==> config.mk <==
export PLATFORM = sky130hd
export DESIGN_NAME = mon_cmd
export DESIGN_NICKNAME = d
export VERILOG_FILES = /design/src/mon_cmd_pkg.sv /design/src/mon_cmd.sv
export SDC_FILE = /design/constraint.sdc
export NUM_CORES = 1
export LEC_CHECK = 0
export BUFFER_PORTS_ARGS = -buffer_cell sky130_fd_sc_hd__buf_4
export CAP_MARGIN = 20
export CORE_MARGIN = 1
export CORE_UTILIZATION = 45
export DETAILED_ROUTE_END_ITERATION = 8
export PLACE_DENSITY = 0.74
export SLEW_MARGIN = 10
export SYNTH_ARGS = -nofsm -noshare
export SYNTH_HDL_FRONTEND = slang
export SYNTH_SLANG_ARGS = --single-unit
==> constraint.sdc <==
create_clock -name CLOCK -period 6.1 [get_ports CLOCK]
set_input_delay 0.305 -clock CLOCK [delete_from_list [all_inputs] [get_ports CLOCK]]
set_output_delay 0.305 -clock CLOCK [all_outputs]
set_load 0.05 [all_outputs]
==> src/mon_cmd_pkg.sv <==
package mon_cmd_pkg;

  // ------------------------------------------------------------
  // Register byte offsets
  // ------------------------------------------------------------
  localparam logic [7:0] OFS_FEATURE = 8'h00;
  localparam logic [7:0] OFS_COUNT   = 8'h04;
  localparam logic [7:0] OFS_LBA     = 8'h08;
  localparam logic [7:0] OFS_COMMAND = 8'h0c;
  localparam logic [7:0] OFS_STATUS  = 8'h10;
  localparam logic [7:0] OFS_ERROR   = 8'h14;
  localparam logic [7:0] OFS_CYL     = 8'h18;
  localparam logic [7:0] OFS_LOGDATA = 8'h1c;
  localparam logic [7:0] OFS_MONITOR = 8'h20;

  // ------------------------------------------------------------
  // Command codes and signature
  // ------------------------------------------------------------
  localparam logic [7:0]  CMD_MONITOR = 8'hb0;
  localparam logic [15:0] SIGNATURE   = 16'hc24f;
  localparam logic [7:0]  SUB_LOGW    = 8'hd6;
  localparam logic [7:0]  SUB_ENABLE  = 8'hd8;
  localparam logic [7:0]  SUB_DISABLE = 8'hd9;
  localparam logic [7:0]  SUB_STATUS  = 8'hda;

  // ------------------------------------------------------------
  // Log sectors and verdicts
  // ------------------------------------------------------------
  localparam logic [7:0] LOG_SELECTIVE = 8'h09;
  localparam logic [7:0] LOG_HOST_LO   = 8'h80;
  localparam logic [7:0] LOG_HOST_HI   = 8'h9f;
  localparam logic [7:0] CYL_LO_PASS   = 8'h4f;
  localparam logic [7:0] CYL_HI_PASS   = 8'hc2;
  localparam logic [7:0] CYL_LO_FAIL   = 8'hf4;
  localparam logic [7:0] CYL_HI_FAIL   = 8'h2c;
  localparam int         WORDS_LOG2    = 7;

  // ------------------------------------------------------------
  // Bit positions
  // ------------------------------------------------------------
  localparam int ERR_CRC    = 7;
  localparam int ERR_ABORT  = 2;
  localparam int ST_BUSY    = 7;
  localparam int ST_FAULT   = 5;
  localparam int ST_DRQ     = 3;
  localparam int ST_ALIGN   = 2;
  localparam int ST_SENSE   = 1;
  localparam int ST_ERROR   = 0;

  localparam logic [1:0] RESP_OKAY   = 2'h0;
  localparam logic [1:0] RESP_DECERR = 2'h3;

  typedef enum logic [1:0] {S_IDLE, S_DATA, S_CHECK} fsm_type;

endpackage

==> src/mon_cmd.sv <==
// Overview of operation
// - Command B0h with feature D6h takes 512-byte pages into the chosen log.
// - Log data is stored from the first block of the log onward.
// - Page count zero aborts the log write without data transfer.
// - A read-only log sector rejects the write with the abort bit.
// - Failed write: CRC error bit 7, abort bit 2, status bits 5, 1, 0.
// - Enable D8h turns monitoring on, then saves updated attribute values.
// - Before the first enable, attributes are neither tracked nor saved.
// - The enabled state lives in persistent storage across power cycles.
// - Enable while already enabled leaves attribute values untouched.
// - Disable D9h stops monitoring and autosave, then saves attributes.
// - While disabled, every subcommand except enable aborts, disable too.
// - Old values are kept; refresh only on attribute read or save.
// - Return status DAh saves pre-failure values, then checks thresholds.
// - No threshold exceeded: cylinder low 4Fh, cylinder high C2h.
// - Threshold exceeded: cylinder low F4h, cylinder high 2Ch.
// - Return status shows alignment bit 2, fault, sense and error bits.
// - Logs 00h, 01h, 06h are read-only; 09h and 80h-9Fh writable.
// - Logs 03h and 07h abort, reachable only by extended commands.
//
// Local design decisions: the placing of the registers and the AXI4-Lite register port.
`timescale 1ns/1ns
`default_nettype none

module mon_cmd
  import mon_cmd_pkg::*;
(
  // Clock and reset
  input  wire logic        CLOCK,
  input  wire logic        SYS_RST,
  // AXI4-Lite write channels
  input  wire logic        AWVALID,
  output logic             AWREADY,
  input  wire logic [7:0]  AWADDR,
  input  wire logic        WVALID,
  output logic             WREADY,
  input  wire logic [31:0] WDATA,
  input  wire logic [3:0]  WSTRB,
  output logic             BVALID,
  input  wire logic        BREADY,
  output logic [1:0]       BRESP,
  // AXI4-Lite read channels
  input  wire logic        ARVALID,
  output logic             ARREADY,
  input  wire logic [7:0]  ARADDR,
  output logic             RVALID,
  input  wire logic        RREADY,
  output logic [31:0]      RDATA,
  output logic [1:0]       RRESP,
  // Persistent enable storage
  input  wire logic        NV_ENABLE,
  output logic             NV_STORE,
  output logic             MON_ENABLED,
  // Attribute engine
  output logic             ATTR_SAVE,
  output logic             PREFAIL_SAVE,
  input  wire logic        THRESHOLD_EXCEEDED,
  // Drive condition
  input  wire logic        DEVICE_FAULT,
  input  wire logic        SENSE_AVAILABLE,
  input  wire logic        ALIGNMENT_ERROR,
  input  wire logic        INTERFACE_CRC,
  // Log sector write port
  output logic             LOG_VALID,
  output logic [7:0]       LOG_SECTOR,
  output logic [14:0]      LOG_INDEX,
  output logic [31:0]      LOG_DATA
);

  typedef struct packed {
    logic        aw_held;
    logic [7:0]  awaddr;
    logic        w_held;
    logic [31:0] wdata;
    logic [3:0]  wstrb;
    logic        bvalid;
    logic [1:0]  bresp;
    logic        rvalid;
    logic [31:0] rdata;
    logic [1:0]  rresp;
    logic [7:0]  feature;
    logic [7:0]  count;
    logic [23:0] lba;
    logic [7:0]  status;
    logic [7:0]  error;
    logic [7:0]  cyl_lo;
    logic [7:0]  cyl_hi;
    logic        loaded;
    logic        enabled;
    fsm_type     state;
    logic [14:0] words_left;
    logic [14:0] word_index;
    logic [7:0]  sector;
    logic        log_valid;
    logic [31:0] log_data;
    logic [14:0] log_index;
    logic        save;
    logic        prefail;
    logic        nv_store;
  } state_type;

  state_type r;
  state_type next_r;

  // ------------------------------------------------------------
  // Log sector access class
  // ------------------------------------------------------------
  // Only the selective log and the host vendor range accept writes;
  // everything else, including the extended logs, aborts.
  function automatic logic writable(input logic [7:0] s);
    writable = (s == LOG_SELECTIVE) ||
               (s >= LOG_HOST_LO && s <= LOG_HOST_HI);
  endfunction

  // ------------------------------------------------------------
  // Next state
  // ------------------------------------------------------------
  always_comb begin
    logic       start;
    logic       abort;
    logic [7:0] busy_bits;
    start = 1'b0;
    abort = 1'b0;
    busy_bits = 8'h00;
    next_r = r;
    next_r.log_valid = 1'b0;
    next_r.save = 1'b0;
    next_r.prefail = 1'b0;
    next_r.nv_store = 1'b0;

    // Stored enable is picked up once, right after reset
    if (!r.loaded) begin
      next_r.loaded = 1'b1;
      next_r.enabled = NV_ENABLE;
    end

    // Write address and data may arrive in either order
    if (AWVALID && !r.aw_held) begin
      next_r.aw_held = 1'b1;
      next_r.awaddr = AWADDR;
    end
    if (WVALID && !r.w_held) begin
      next_r.w_held = 1'b1;
      next_r.wdata = WDATA;
      next_r.wstrb = WSTRB;
    end
    if (r.bvalid && BREADY) begin
      next_r.bvalid = 1'b0;
    end

    if (r.aw_held && r.w_held && !r.bvalid) begin
      next_r.aw_held = 1'b0;
      next_r.w_held = 1'b0;
      next_r.bvalid = 1'b1;
      next_r.bresp = RESP_OKAY;
      case (r.awaddr)
        OFS_FEATURE: begin
          if (r.wstrb[0]) begin
            next_r.feature = r.wdata[7:0];
          end
        end
        OFS_COUNT: begin
          if (r.wstrb[0]) begin
            next_r.count = r.wdata[7:0];
          end
        end
        OFS_LBA: begin
          for (int i = 0; i < 3; i++) begin
            if (r.wstrb[i]) begin
              next_r.lba[i*8 +: 8] = r.wdata[i*8 +: 8];
            end
          end
        end
        OFS_COMMAND: begin
          // A command written while one is running is dropped
          start = r.wstrb[0] && r.state == S_IDLE;
        end
        OFS_LOGDATA: begin
          if (r.state == S_DATA) begin
            if (INTERFACE_CRC) begin
              next_r.error[ERR_CRC] = 1'b1;
              next_r.error[ERR_ABORT] = 1'b1;
              next_r.status[ST_ERROR] = 1'b1;
              next_r.state = S_IDLE;
            end else begin
              next_r.log_valid = 1'b1;
              next_r.log_data = r.wdata;
              next_r.log_index = r.word_index;
              next_r.word_index = r.word_index + 15'd1;
              next_r.words_left = r.words_left - 15'd1;
              if (r.words_left == 15'd1) begin
                next_r.state = S_IDLE;
              end
            end
          end
        end
        OFS_STATUS, OFS_ERROR, OFS_CYL, OFS_MONITOR: begin
        end
        default: begin
          next_r.bresp = RESP_DECERR;
        end
      endcase
    end

    // ------------------------------------------------------------
    // Command decode
    // ------------------------------------------------------------
    if (start) begin
      next_r.error = 8'h00;
      next_r.status = 8'h00;
      next_r.status[ST_FAULT] = DEVICE_FAULT;
      next_r.status[ST_SENSE] = SENSE_AVAILABLE;
      if (r.wdata[7:0] != CMD_MONITOR || r.lba[23:8] != SIGNATURE) begin
        abort = 1'b1;
      end else if (!r.enabled && r.feature != SUB_ENABLE) begin
        abort = 1'b1;
      end else begin
        case (r.feature)
          SUB_LOGW: begin
            if (r.count == 8'h00) begin
              abort = 1'b1;
            end else if (!writable(r.lba[7:0])) begin
              abort = 1'b1;
            end else begin
              next_r.state = S_DATA;
              next_r.sector = r.lba[7:0];
              next_r.word_index = 15'd0;
              next_r.words_left = {r.count, {WORDS_LOG2{1'b0}}};
            end
          end
          SUB_ENABLE: begin
            // Repeat enable must not touch attribute values
            if (!r.enabled) begin
              next_r.save = 1'b1;
              next_r.nv_store = 1'b1;
            end
            next_r.enabled = 1'b1;
          end
          SUB_DISABLE: begin
            next_r.enabled = 1'b0;
            next_r.save = 1'b1;
            next_r.nv_store = 1'b1;
          end
          SUB_STATUS: begin
            next_r.prefail = 1'b1;
            next_r.state = S_CHECK;
          end
          default: begin
            abort = 1'b1;
          end
        endcase
      end
      if (abort) begin
        next_r.error[ERR_ABORT] = 1'b1;
        next_r.status[ST_ERROR] = 1'b1;
      end
    end

    // Thresholds are compared in the same cycle as the pre-failure save pulse
    if (r.state == S_CHECK) begin
      if (THRESHOLD_EXCEEDED) begin
        next_r.cyl_lo = CYL_LO_FAIL;
        next_r.cyl_hi = CYL_HI_FAIL;
      end else begin
        next_r.cyl_lo = CYL_LO_PASS;
        next_r.cyl_hi = CYL_HI_PASS;
      end
      next_r.status[ST_ALIGN] = ALIGNMENT_ERROR;
      next_r.state = S_IDLE;
    end

    // ------------------------------------------------------------
    // Read channel
    // ------------------------------------------------------------
    busy_bits[ST_BUSY] = r.state == S_CHECK;
    busy_bits[ST_DRQ] = r.state == S_DATA;
    if (r.rvalid && RREADY) begin
      next_r.rvalid = 1'b0;
    end
    if (ARVALID && !r.rvalid) begin
      next_r.rvalid = 1'b1;
      next_r.rresp = RESP_OKAY;
      next_r.rdata = 32'h0000_0000;
      case (ARADDR)
        OFS_FEATURE: next_r.rdata[7:0] = r.feature;
        OFS_COUNT:   next_r.rdata[7:0] = r.count;
        OFS_LBA:     next_r.rdata[23:0] = r.lba;
        OFS_COMMAND: next_r.rdata = 32'h0000_0000;
        OFS_STATUS:  next_r.rdata[7:0] = r.status | busy_bits;
        OFS_ERROR:   next_r.rdata[7:0] = r.error;
        OFS_CYL:     next_r.rdata[15:0] = {r.cyl_hi, r.cyl_lo};
        OFS_LOGDATA: next_r.rdata = 32'h0000_0000;
        OFS_MONITOR: next_r.rdata[0] = r.enabled;
        default:     next_r.rresp = RESP_DECERR;
      endcase
    end
  end

  // ------------------------------------------------------------
  // State register
  // ------------------------------------------------------------
  always_ff @(posedge CLOCK) begin
    if (SYS_RST) begin
      r <= '0;
    end else begin
      r <= next_r;
    end
  end

  // ------------------------------------------------------------
  // Outputs
  // ------------------------------------------------------------
  assign AWREADY = !r.aw_held;
  assign WREADY = !r.w_held;
  assign BVALID = r.bvalid;
  assign BRESP = r.bresp;
  assign ARREADY = !r.rvalid;
  assign RVALID = r.rvalid;
  assign RDATA = r.rdata;
  assign RRESP = r.rresp;
  assign NV_STORE = r.nv_store;
  // Tracking stays off until monitoring is enabled
  assign MON_ENABLED = r.enabled;
  assign ATTR_SAVE = r.save;
  assign PREFAIL_SAVE = r.prefail;
  assign LOG_VALID = r.log_valid;
  assign LOG_SECTOR = r.sector;
  assign LOG_INDEX = r.log_index;
  assign LOG_DATA = r.log_data;

endmodule

`default_nettype wire

# Yosys cells after proc, flatten, opt, wreduce, memory -nomap -nowiden
# Index checks and enable logic that the tools add are counted.
# totals
regBits	229
output_inout_bits	101
wordCells	167
# op_classes
add_sub_neg	2
magnitude_cmp	2
n_eq_ne	27
muxes	49
bitwise_logic	9
reduce_logical	45
# ops
op	count
41-bit two-way mux	3
32-bit two-way mux	3
40-bit two-way mux	2
8-bit by 5-bit equality test with 1-bit output, second input constant	8
48-bit two-way mux	1
7-bit case mux with 6 select lines	1
8-bit by 4-bit equality test with 1-bit output, second input constant	5
38-bit two-way mux	1
35-bit two-way mux	1
8-bit equality test, second input constant	4
30-bit two-way mux	1
8-bit zero test	3
1-bit two-way mux	18
9-bit OR reduction	2
8-bit by 3-bit equality test with 1-bit output, second input constant	2
8-bit by 6-bit equality test with 1-bit output, second input constant	2
16-bit two-way mux	1
2-bit two-way mux	8
16-bit inequality test, second input constant	1
8-bit inequality test, second input constant	2
8-bit case mux with 2 select lines	1
15-bit by 1-bit adder with 15-bit output, second input constant	1
15-bit by 1-bit equality test with 1-bit output, second input constant	1
3-bit AND reduction	5
23 further kinds	57

# Depth between registers and ports, before layout
# Gate-level depths: netlist (run 1).
# depth
word_depth	12
mapped_depth	8
depth_no_buf	6

# Worst setup path after synthesis (run 1)
# OpenSTA, ideal clock, no wires.
# synth_path
kind	register -> register
from	register r (netlist bit BVALID)
to	register r[81] (netlist bit)
setup_time_ns	0.131
arrival_ns	2.187
required_time_ns	5.969
setup_slack_ns	3.782
stages_incl_launch_ff	7
n_path_buf	1
path_cell_list	dfxtp_1 > nand3b_1 > nor4_4 > or4b_1 > buf_2 > o31ai_1 > a21oi_1
# synth_between
elab_chain_len	9
word_cells_on_any_way	10
cone_classes	8 x mux; 2 x reduce/logical
# synth_rtl
item	line	rtl
start, declared	mon_cmd.sv:102	state_type r;
start signal, assigned	mon_cmd.sv:306	r <= next_r;
1-bit zero test (*)	mon_cmd.sv:151	if (r.aw_held && r.w_held && !r.bvalid) begin
1-bit logical AND (*)	mon_cmd.sv:151	
32-bit two-way mux	mon_cmd.sv:151	
40-bit two-way mux	mon_cmd.sv:222	end else if (!writable(r.lba[7:0])) begin
40-bit two-way mux	mon_cmd.sv:220	if (r.count == 8'h00) begin
38-bit two-way mux	mon_cmd.sv:218	case (r.feature)
41-bit two-way mux	mon_cmd.sv:215	end else if (!r.enabled && r.feature != SUB_ENABLE) begin
41-bit two-way mux	mon_cmd.sv:213	if (r.wdata[7:0] != CMD_MONITOR || r.lba[23:8] != SIGNATURE) begin
41-bit two-way mux (*)	mon_cmd.sv:208	if (start) begin
# Mark *: on every way between the ends. The rest lies on a longest branch, timed or not.
# A chain may end at the register's enable or synchronous reset.

# Worst setup path in the final report (run 1)
# layout_path
from	register r[144] (netlist bit)
to	register r[89] (netlist bit)
# layout_between
elab_chain_len	4
# layout_rtl
item	line
16-bit inequality test	mon_cmd.sv:213
1-bit logical OR	mon_cmd.sv:213
41-bit two-way mux	mon_cmd.sv:213
41-bit two-way mux	mon_cmd.sv:208
# Every way passes these cells.

==> results of run 1 <==
cells in the final DEF (no fill, tap or decap), drive strengths merged, types with 4 or more instances in the layout:
master | Yosys | layout
or3 | 13 | 13
nor4 | 13 | 13
conb | 1 | 8
ha | 4 | 4
nor4b | 8 | 8
nand2 | 274 | 274
nand3 | 31 | 31
o21ai | 31 | 31
buf | 109 | 167
and3 | 5 | 5
nor2 | 56 | 56
nor3 | 13 | 13
o31ai | 10 | 10
xnor2 | 5 | 5
nand4 | 8 | 8
a21oi | 172 | 172
nand3b | 5 | 5
nor2b | 8 | 8
clkbuf | 49 | 37
or4 | 9 | 9
or3b | 4 | 4
dfxtp | 214 | 214
inv | 10 | 11
xor2 | 15 | 15
mux2i | 24 | 24
and2 | 6 | 6
report_power, final:
group          internal (W)  total, W  switching, W
logic             0.0000687  0.000194      0.000126
registers           0.00142   0.00145     0.0000268
clock network      0.000817   0.00138      0.000565
total               0.00231   0.00302      0.000717
worst max-delay path, cell delays in order, from the launching register on:
cell	delay (ns)
dfxtp_1	0.33
nor4b_1	0.39
nand4_1	0.33
or4_1	0.75
or2_1	0.44
a2111oi_1	0.45
area by class of cell:
class | instances | area, um2
Clock buffer | 37 | 648.1
Multi-Input combinational cell | 772 | 4090
Sequential cell | 214 | 4284
Tap cell | 270 | 337.8
Timing Repair Buffer | 170 | 1316
Clock inverter | 5 | 90.09
Inverter | 10 | 37.54
Fill cell | 1972 | 9495
state kept, by name, summed over array words and instances (netlist names):
signal and flops:
BRESP 1, BVALID 1, LOG_DATA 32, LOG_INDEX 15, LOG_SECTOR 8, LOG_VALID 1
MON_ENABLED 1, NV_STORE 1, PREFAIL_SAVE 1, RDATA 24, RRESP 1, RVALID 1
r 127
routing by layer:
metal | global-route usage (%) | vias to the layer above | share of wire, %
li1 | - | 3890 | -
met4 | 7.526 | 0 | 2.5
met2 | 34.98 | 254 | 45
met5 | 0 | - | 0
met1 | 29.37 | 3626 | 46
met3 | 3.072 | 43 | 5.7
worst min path at each step:
stage	end	slack, ns	cells past startpoint
finish	r[239]	0.02	2
global route	r[243]	0.02	3
CTS	r[239]	0.004	2
detailed placement	LOG_DATA[6]	0.44	2
global placement	LOG_DATA[5]	0.44	2
floorplan	r[104]	0.40	1
metrics by stage:
step	cells	total power [W]	instance area [um2]	util, %	hold slack (ns)
CTS	1477	0.003044	10780	53.13	0.004451
finish	1478	0.003024	10800	53.22	0.01525
global placement	1430	0.001668	9981	49.17	0.4395
floorplan	1154	0.001602	9348	-	0.3950
global route	1478	0.003122	10800	53.22	0.01910
detailed placement	1432	0.001672	10020	49.34	0.4445
Yosys cell counts, drive strengths merged, types with 4 or more instances:
cell type,count
inv,10
nand3,31
nand3b,5
nor4,13
mux2i,24
or3b,4
or4,9
nor2,56
nand2,274
dfxtp,214
nor2b,8
xnor2,5
nor3,13
clkbuf,49
ha,4
a21oi,172
nand4,8
nor4b,8
or3,13
and3,5
o31ai,10
buf,109
xor2,15
and2,6
o21ai,31
cell families (layout without fill, tap and decap cells):
group                      Yosys count  in the layout  share of synthesized area [%]
muxes                               26             26                          2.940
AOI/OAI and AO/OA                  239            239                          13.96
other                                1              8                        0.04023
adders and majority gates            4              4                         0.5369
xor gates and xnor gates            20             20                          1.879
DFF                                214            214                          45.96
buffers and inverters              168            222                          10.72
and+or+nand+nor                    475            475                          23.96
==> flow_summary.yaml, run 1 <==
route:
  drt_wl_total_um: 23500
  avgViaCountPerCell: 5.286
  postRouteAntennaNets: 0
  drtPass1Iterations: 5
  wl_per_cell_um: 15.90
  vias: 7813
  drc: 0
  drt_iter0_drc: 513
sta:
  max_clock_freq_mhz: 356.1
  fin_crit_ns: 2.809
  maxSlewHeadroom_pct: 35.75
  tightestPinTransition_ns: 0.9550
  setup_viol: 0
  rsz0062_at_grt: "no"
  hold_viol_final: 0
  skew_ns: 0.01475
  slew_violations: 0
  setup-tns-final_ns: 0
  worst_slack_ns: 3.291
  finalCritPeriodShare_pct: 46.04
worst_hold_path:
  hp-start: "WVALID"
  min_path_type: "input pin to flop"
cts:
  ctsHoldBuffers: 3
  cts_sinks: 214
  h-tree-depth: 1
  postCtsSetupRepairBufs: 0
  root_buffer: "clkbuf_16"
  cts_tree: "yes"
  insertion_delay_ns: 0.52
  cts_made_buffers: 23
  clock_path_buffers: 3
  clkTransAtPathRegs_ns: 0.06
  cts_resized: 0
setup_path:
  worst_r2r_endpoint: "r[89]"
  critPathKind: "flop to flop"
  start_kind: "flop"
  crit_fanout: 11
  reg2reg_from: "r[144]"
  regToRegSetupSlack_ns: 3.29
  crit_start: "r[144]"
  ff2ff_path_depth: 5
  arrival_ns: 3.20
  required_ns: 6.50
  cp-endpoint: "r[89]"
  end_kind: "flop"
finish:
  drive_above_1_share_pct: 17.80
  syn_to_final_growth_pct: 15.91
  antenna_cells: 0
  fin_nets: 1260
outcome:
  status: "complete, no violations"
placement:
  gp_congestion: 0.8754
  place_hpwl_um: 15960
  portBuffers: 156
  dp_slack_ns: 3.182
floorplanning:
  dieArea_um2: 21290
  die_h_um: 145.9
  ioPinCount: 166
  core_area_um2: 20300
  num_rows: 52
  die_x_um: 145.9
  initial_utilization_pct: 45.92
logic_synthesis:
  yosysWarnings: 0
  seq_area_frac_synth_pct: 45.96
  ys.flop_type: "dfxtp_1"
  synth_top_cell_area_share_pct: 45.96
  synthTopCellsByArea: "dfxtp_1 46%, nand2_1 11%, a21oi_1 9.2%"
  syn_inst: 1147
  synth_largest_area_cell: "dfxtp_1"
  netlist_area_um2: 9321
  syn_area_per_cell_um2: 8.127
  synth_edf_count: 0
  ys_types: 60
  async_reset_ff_share_pct: 0
  ys_ff_latch: 214
power:
  p_leak_nw: 4.046
  irDropWorstVdd_uv: 202.9
  cellPowerDensity_nw_per_um2: 279.9
grt:
  grt_use_total_pct: 21.60
  grt_pass1_vias: 7273
  grt-ovfl-total: 0
  antenna_found_initial: 0
  grt_pass1_wl_um: 37640
  grt_max_degree: 86
run:
  maxCapViolations: 0
No activity file was read; power rests on OpenSTA's default activity.
==> run 2, diff against run 1 <==
--- a/config.mk
+++ b/config.mk
@@ -10,7 +10,7 @@
 export CORE_MARGIN = 1
 export CORE_UTILIZATION = 45
 export DETAILED_ROUTE_END_ITERATION = 8
-export PLACE_DENSITY = 0.74
+export PLACE_DENSITY = 0.76
 export SLEW_MARGIN = 10
 export SYNTH_ARGS = -nofsm -noshare
 export SYNTH_HDL_FRONTEND = slang
==> constraint.sdc (replaced) <==
create_clock -name CLOCK -period 2.35 [get_ports CLOCK]
set_input_delay 0.1175 -clock CLOCK [delete_from_list [all_inputs] [get_ports CLOCK]]
set_output_delay 0.1175 -clock CLOCK [all_outputs]
set_load 0.05 [all_outputs]
==> flow_summary.yaml, run 2 (synthesis gave the netlist of run 1 again) <==
sta:
  setup-tns-final_ns: 0
  slew_violations: 0
  holdWs_ns: 0.05484
  hold_viol_final: 0
  setup_viol: 0
  fin_crit_ns: 2.299
  max_clock_freq_mhz: 434.9
  finalCritPeriodShare_pct: 97.84
  skew_ns: 0.01131
  tightestPinTransition_ns: 0.8189
  maxSlewHeadroom_pct: 45.40
placement:
  gp_congestion: 0.8600
  place_hpwl_um: 16710
  portBuffers: 156
  place_inst: 1469
setup_path:
  regToRegSetupSlack_ns: 0.05
  slowest_stage: "or4_4"
  cpMostUsedCell: "buf_4"
  critPathKind: "flop to flop"
  end_kind: "flop"
  arrival_ns: 2.66
  required_ns: 2.71
  critPathMaxStageDelay_ns: 0.61
  crit_fanout: 6
  critical_path.top_delay_family: "simple AND/OR/NAND/NOR gates"
  worst_r2r_endpoint: "LOG_SECTOR[7]"
  crit_chain: "nor4bb_4, buf_4, nand4_1, or4_4, buf_6, buf_4, o21ai_0, a21oi_1"
  reg2reg_from: "r[137]"
  path_buf_inv: 3
  start_kind: "flop"
  ff2ff_path_depth: 8
finish:
  stdcell_count: 1568
  final_common_cell: "nand2_1"
  fin_nets: 1351
  final_cell_mix: "274 x nand2_1, 212 x dfxtp_1, 199 x buf_4, 172 x a21oi_1, 56 x dlygate4sd3_1"
  syn_to_final_growth_pct: 25.61
  antenna_cells: 0
  drive_above_1_share_pct: 20.80
  fin_util_pct: 57.68
  largest_register_ffs: 127
  top_register: "r"
route:
  drtPass1Iterations: 5
  avgViaCountPerCell: 5.344
  drt_iter0_drc: 652
  wl_per_cell_um: 16.27
  drc: 0
  vias: 8379
  drt_wl_total_um: 25520
  postRouteAntennaNets: 0
cts:
  cts_made_buffers: 23
  cts_sinks: 214
  root_buffer: "clkbuf_16"
  h-tree-depth: 1
  insertion_delay_ns: 0.51
  clkTransAtPathRegs_ns: 0.06
  cts_tree: "yes"
  clock_path_buffers: 3
floorplanning:
  num_rows: 52
  initial_utilization_pct: 45.92
  die_x_um: 145.9
  die_h_um: 145.9
  dieArea_um2: 21290
  ioPinCount: 166
  core_area_um2: 20300
grt:
  grt-ovfl-total: 0
  antenna_found_initial: 0
  grt_max_degree: 79
  grt_pass1_wl_um: 40560
  grt_pass1_vias: 8021
  grt_use_total_pct: 23.20
worst_hold_path:
  hold_end: "r[152]"
  whs_path_depth: 2
  min_path_type: "input pin to flop"
  hp-start: "SYS_RST"
outcome:
  status: "complete, no violations"
power:
  cellPowerDensity_nw_per_um2: 669.3
  irDropWorstVdd_uv: 504.6
  p_leak_nw: 4.492
run:
  maxCapViolations: 0
## run 2: changes by cell type in the layout (fill, tap and decap cells not counted), sizes merged
| cell | delta |
|---|---|
| dlygate4sd3 | +53 |
| buf | +37 |
| bufinv | -2 |
| clkbuf | +2 |
## run 2: final cells by class
| cell class | count | area [um2] |
|---|---|---|
| fillers | 1830 | 8591 |
| flip-flops and latches | 214 | 4287 |
| multi-input cells | 772 | 4164 |
| repair buffers | 261 | 2162 |
| clock buffers | 38 | 701.9 |
| well taps | 270 | 337.8 |
| inverters | 10 | 37.54 |
| clock inverters | 3 | 18.77 |
## run 2: worst register-to-register path, stage by stage (launching register included)
cell	delay, ns
dfxtp_2	0.34
nor4bb_4	0.28
buf_4	0.14
nand4_1	0.18
or4_4	0.61
buf_6	0.15
buf_4	0.14
o21ai_0	0.22
a21oi_1	0.10
## run 2: power breakdown
part	switching, W	internal (W)	total [W]
Clock	0.00143	0.00203	0.00345
Combinational	0.000374	0.000262	0.000637
Sequential	0.0000545	0.00369	0.00375
## run 2: worst max-delay path by stage
stage / startpoint / to / slack, ns / cells past startpoint
after floorplan: BVALID / r[88] / 0.03 / 6
after global placement: r[138] / r[81] / -0.1 / 7
after detailed placement: r[138] / r[81] / -0.11 / 7
after CTS: r[247] / r[155] / -0.0002 / 6
after global routing: r[248] / LOG_SECTOR[7] / -0.12 / 7
final: r[137] / LOG_SECTOR[7] / 0.05 / 8
## run 2: what timing repair did
action,in CTS,in global routing
gates resized for setup,8,11
setup endpoints to repair,36,37
hold endpoints to repair,55,0
cloned,0,2
pin swaps,1,3
buffers inserted,0,1
hold buffers,56,0
## run 2: metal layers
metal	up-vias	GRT usage, %	part of all wire [%]
li1	4065	-	-
met1	3968	30.28	45
met2	301	39.71	48
met3	45	3.354	5.5
met4	0	6.684	2.0
met5	-	0	0
## run 2: metrics by stage
stage	total power (W)	setup slack, ns	instance area [um2]
floorplan	0.004159	0.03197	9348
finish	0.007837	0.05072	11710
global route	0.008101	-0.1166	11710
global placement	0.004355	-0.09671	10310
detailed placement	0.004362	-0.1132	10310
CTS	0.007878	-0.0001810	11630
==> run 3, diff against run 2 <==
--- a/config.mk
+++ b/config.mk
@@ -7,6 +7,7 @@
 export LEC_CHECK = 0
 export BUFFER_PORTS_ARGS = -buffer_cell sky130_fd_sc_hd__buf_4
 export CAP_MARGIN = 20
+export CORE_ASPECT_RATIO = 0.6
 export CORE_MARGIN = 1
 export CORE_UTILIZATION = 45
 export DETAILED_ROUTE_END_ITERATION = 8
==> flow_summary.yaml, run 3 (synthesis gave the netlist of run 1 again) <==
floorplanning:
  ioPinCount: 166
  num_rows: 40
  initial_utilization_pct: 46.22
  core_area_um2: 20170
  die_h_um: 113.5
  dieArea_um2: 21310
  die_x_um: 187.8
setup_path:
  slowest_stage: "or4_4"
  start_kind: "flop"
  arrival_ns: 2.68
  crit_chain: "or4_4, or3_4, or4b_4, buf_8, mux2i_1, nor2_1"
  crit_fanout: 8
  critPathKind: "flop to flop"
  critical_path.top_delay_family: "simple AND/OR/NAND/NOR gates"
  required_ns: 2.71
  end_kind: "flop"
  critPathMaxStageDelay_ns: 0.59
  path_buf_inv: 1
sta:
  maxSlewHeadroom_pct: 45.29
  rsz0062_at_grt: "yes"
  slew_violations: 0
  fin_crit_ns: 2.325
  max_clock_freq_mhz: 430.2
  skew_ns: 0.006668
  tightestPinTransition_ns: 0.8206
  hold_viol_final: 0
  finalCritPeriodShare_pct: 98.92
  worst_slack_ns: 0.02549
  setup_viol: 0
  setup-tns-final_ns: 0
finish:
  largest_register_ffs: 127
  antenna_cells: 0
  final_cell_mix: "274 x nand2_1, 213 x dfxtp_1, 208 x buf_4, 171 x a21oi_1, 56 x dlygate4sd3_1"
  final_common_cell: "nand2_1"
  fin_nets: 1356
  syn_to_final_growth_pct: 24.79
  top_register: "r"
  fin_util_pct: 57.67
  drive_above_1_share_pct: 20.57
  fillers: 1783
power:
  p_sw_w: 0.001784
  p_comb_share_pct: 8.5
  switching_share_pct: 23.72
  clockPowerShare_pct: 41.7
  irDropWorstVdd_uv: 396.3
  seqPwrFrac_pct: 49.8
  cellPowerDensity_nw_per_um2: 646.8
  p_leak_nw: 4.471
  power.internal_w: 0.005739
cts:
  clock_path_buffers: 3
  insertion_delay_ns: 0.49
  h-tree-depth: 1
  cts_tree: "yes"
  root_buffer: "clkbuf_16"
  cts_sinks: 214
  cts_made_buffers: 20
  clkTransAtPathRegs_ns: 0.06
placement:
  gp_congestion: 0.9314
  portBuffers: 156
  place_hpwl_um: 18310
  dp_slack_ns: -0.08643
grt:
  antenna_found_initial: 0
  grt_pass1_vias: 7728
  grt_use_total_pct: 24.26
  grt_pass1_wl_um: 41680
  grt_max_degree: 81
  grt-ovfl-total: 0
route:
  avgViaCountPerCell: 5.357
  postRouteAntennaNets: 0
  vias: 8416
  wl_per_cell_um: 16.82
  drtPass1Iterations: 5
  drt_iter0_drc: 691
  drc: 0
  drt_wl_total_um: 26430
run:
  maxCapViolations: 0
worst_hold_path:
  min_path_type: "input pin to flop"
outcome:
  status: "complete, no violations"
## run 3: power by group through the flow
stage / Combinational (W) / Clock [W] / Sequential (W)
after floorplan: 0.000336 / 0 / 0.00382
after global placement: 0.000543 / 0 / 0.00382
after detailed placement: 0.000552 / 0 / 0.00382
after CTS: 0.000629 / 0.00320 / 0.00374
after global routing: 0.000681 / 0.00334 / 0.00375
final: 0.000639 / 0.00314 / 0.00375
## run 3: routing by layer
metal	wire length, um	GRT usage, %	up-vias
met5	0	0	-
met4	493	5.257	0
met3	3007	6.400	45
met2	10580	34.57	405
met1	12350	36.25	3886
li1	-	-	4080
## run 3: cell type report
cell class / count / area [um2] / area share [%]
clock buffers: 31 / 613.1 / 5.271
multi-input cells: 772 / 4124 / 35.45
inverters: 10 / 37.54 / 0.3227
flip-flops and latches: 214 / 4285 / 36.84
well taps: 273 / 341.6 / 2.936
clock inverters: 2 / 13.76 / 0.1183
repair buffers: 269 / 2217 / 19.06
## run 3: worst paths after layout
| kind | start | endpoint | slack (ns) | depth (start not counted) |
|---|---|---|---|---|
| worst min-delay path | SYS_RST | r[203] | 0.03 | 2 |
| worst min register to register | RDATA[8] | RDATA[8] | 0.45 | 2 |
| worst max-delay path | r[246] | r[150] | 0.03 | 6 |
| worst max register to register | r[246] | r[150] | 0.03 | 6 |
## run 3: what timing repair did
item                                    in CTS  in global routing
endpoints found under the setup margin      56                 14
buffers inserted                             0                  6
resized for setup                            5                  6
endpoints found under the hold margin       55                  0
gates cloned                                 0                  0
hold buffers                                56                  0
pin swaps                                    0                  2
## run 3: metrics by stage
stage | hold slack, ns | cells | area [um2] | total power (W)
after floorplan | 0.2075 | 1154 | 9348 | 0.004159
after global placement | 0.3019 | 1476 | 10350 | 0.004364
after detailed placement | 0.3073 | 1476 | 10350 | 0.004376
after CTS | 0.007044 | 1565 | 11560 | 0.007568
after global routing | 0.02176 | 1571 | 11630 | 0.007774
final | 0.02741 | 1571 | 11630 | 0.007524
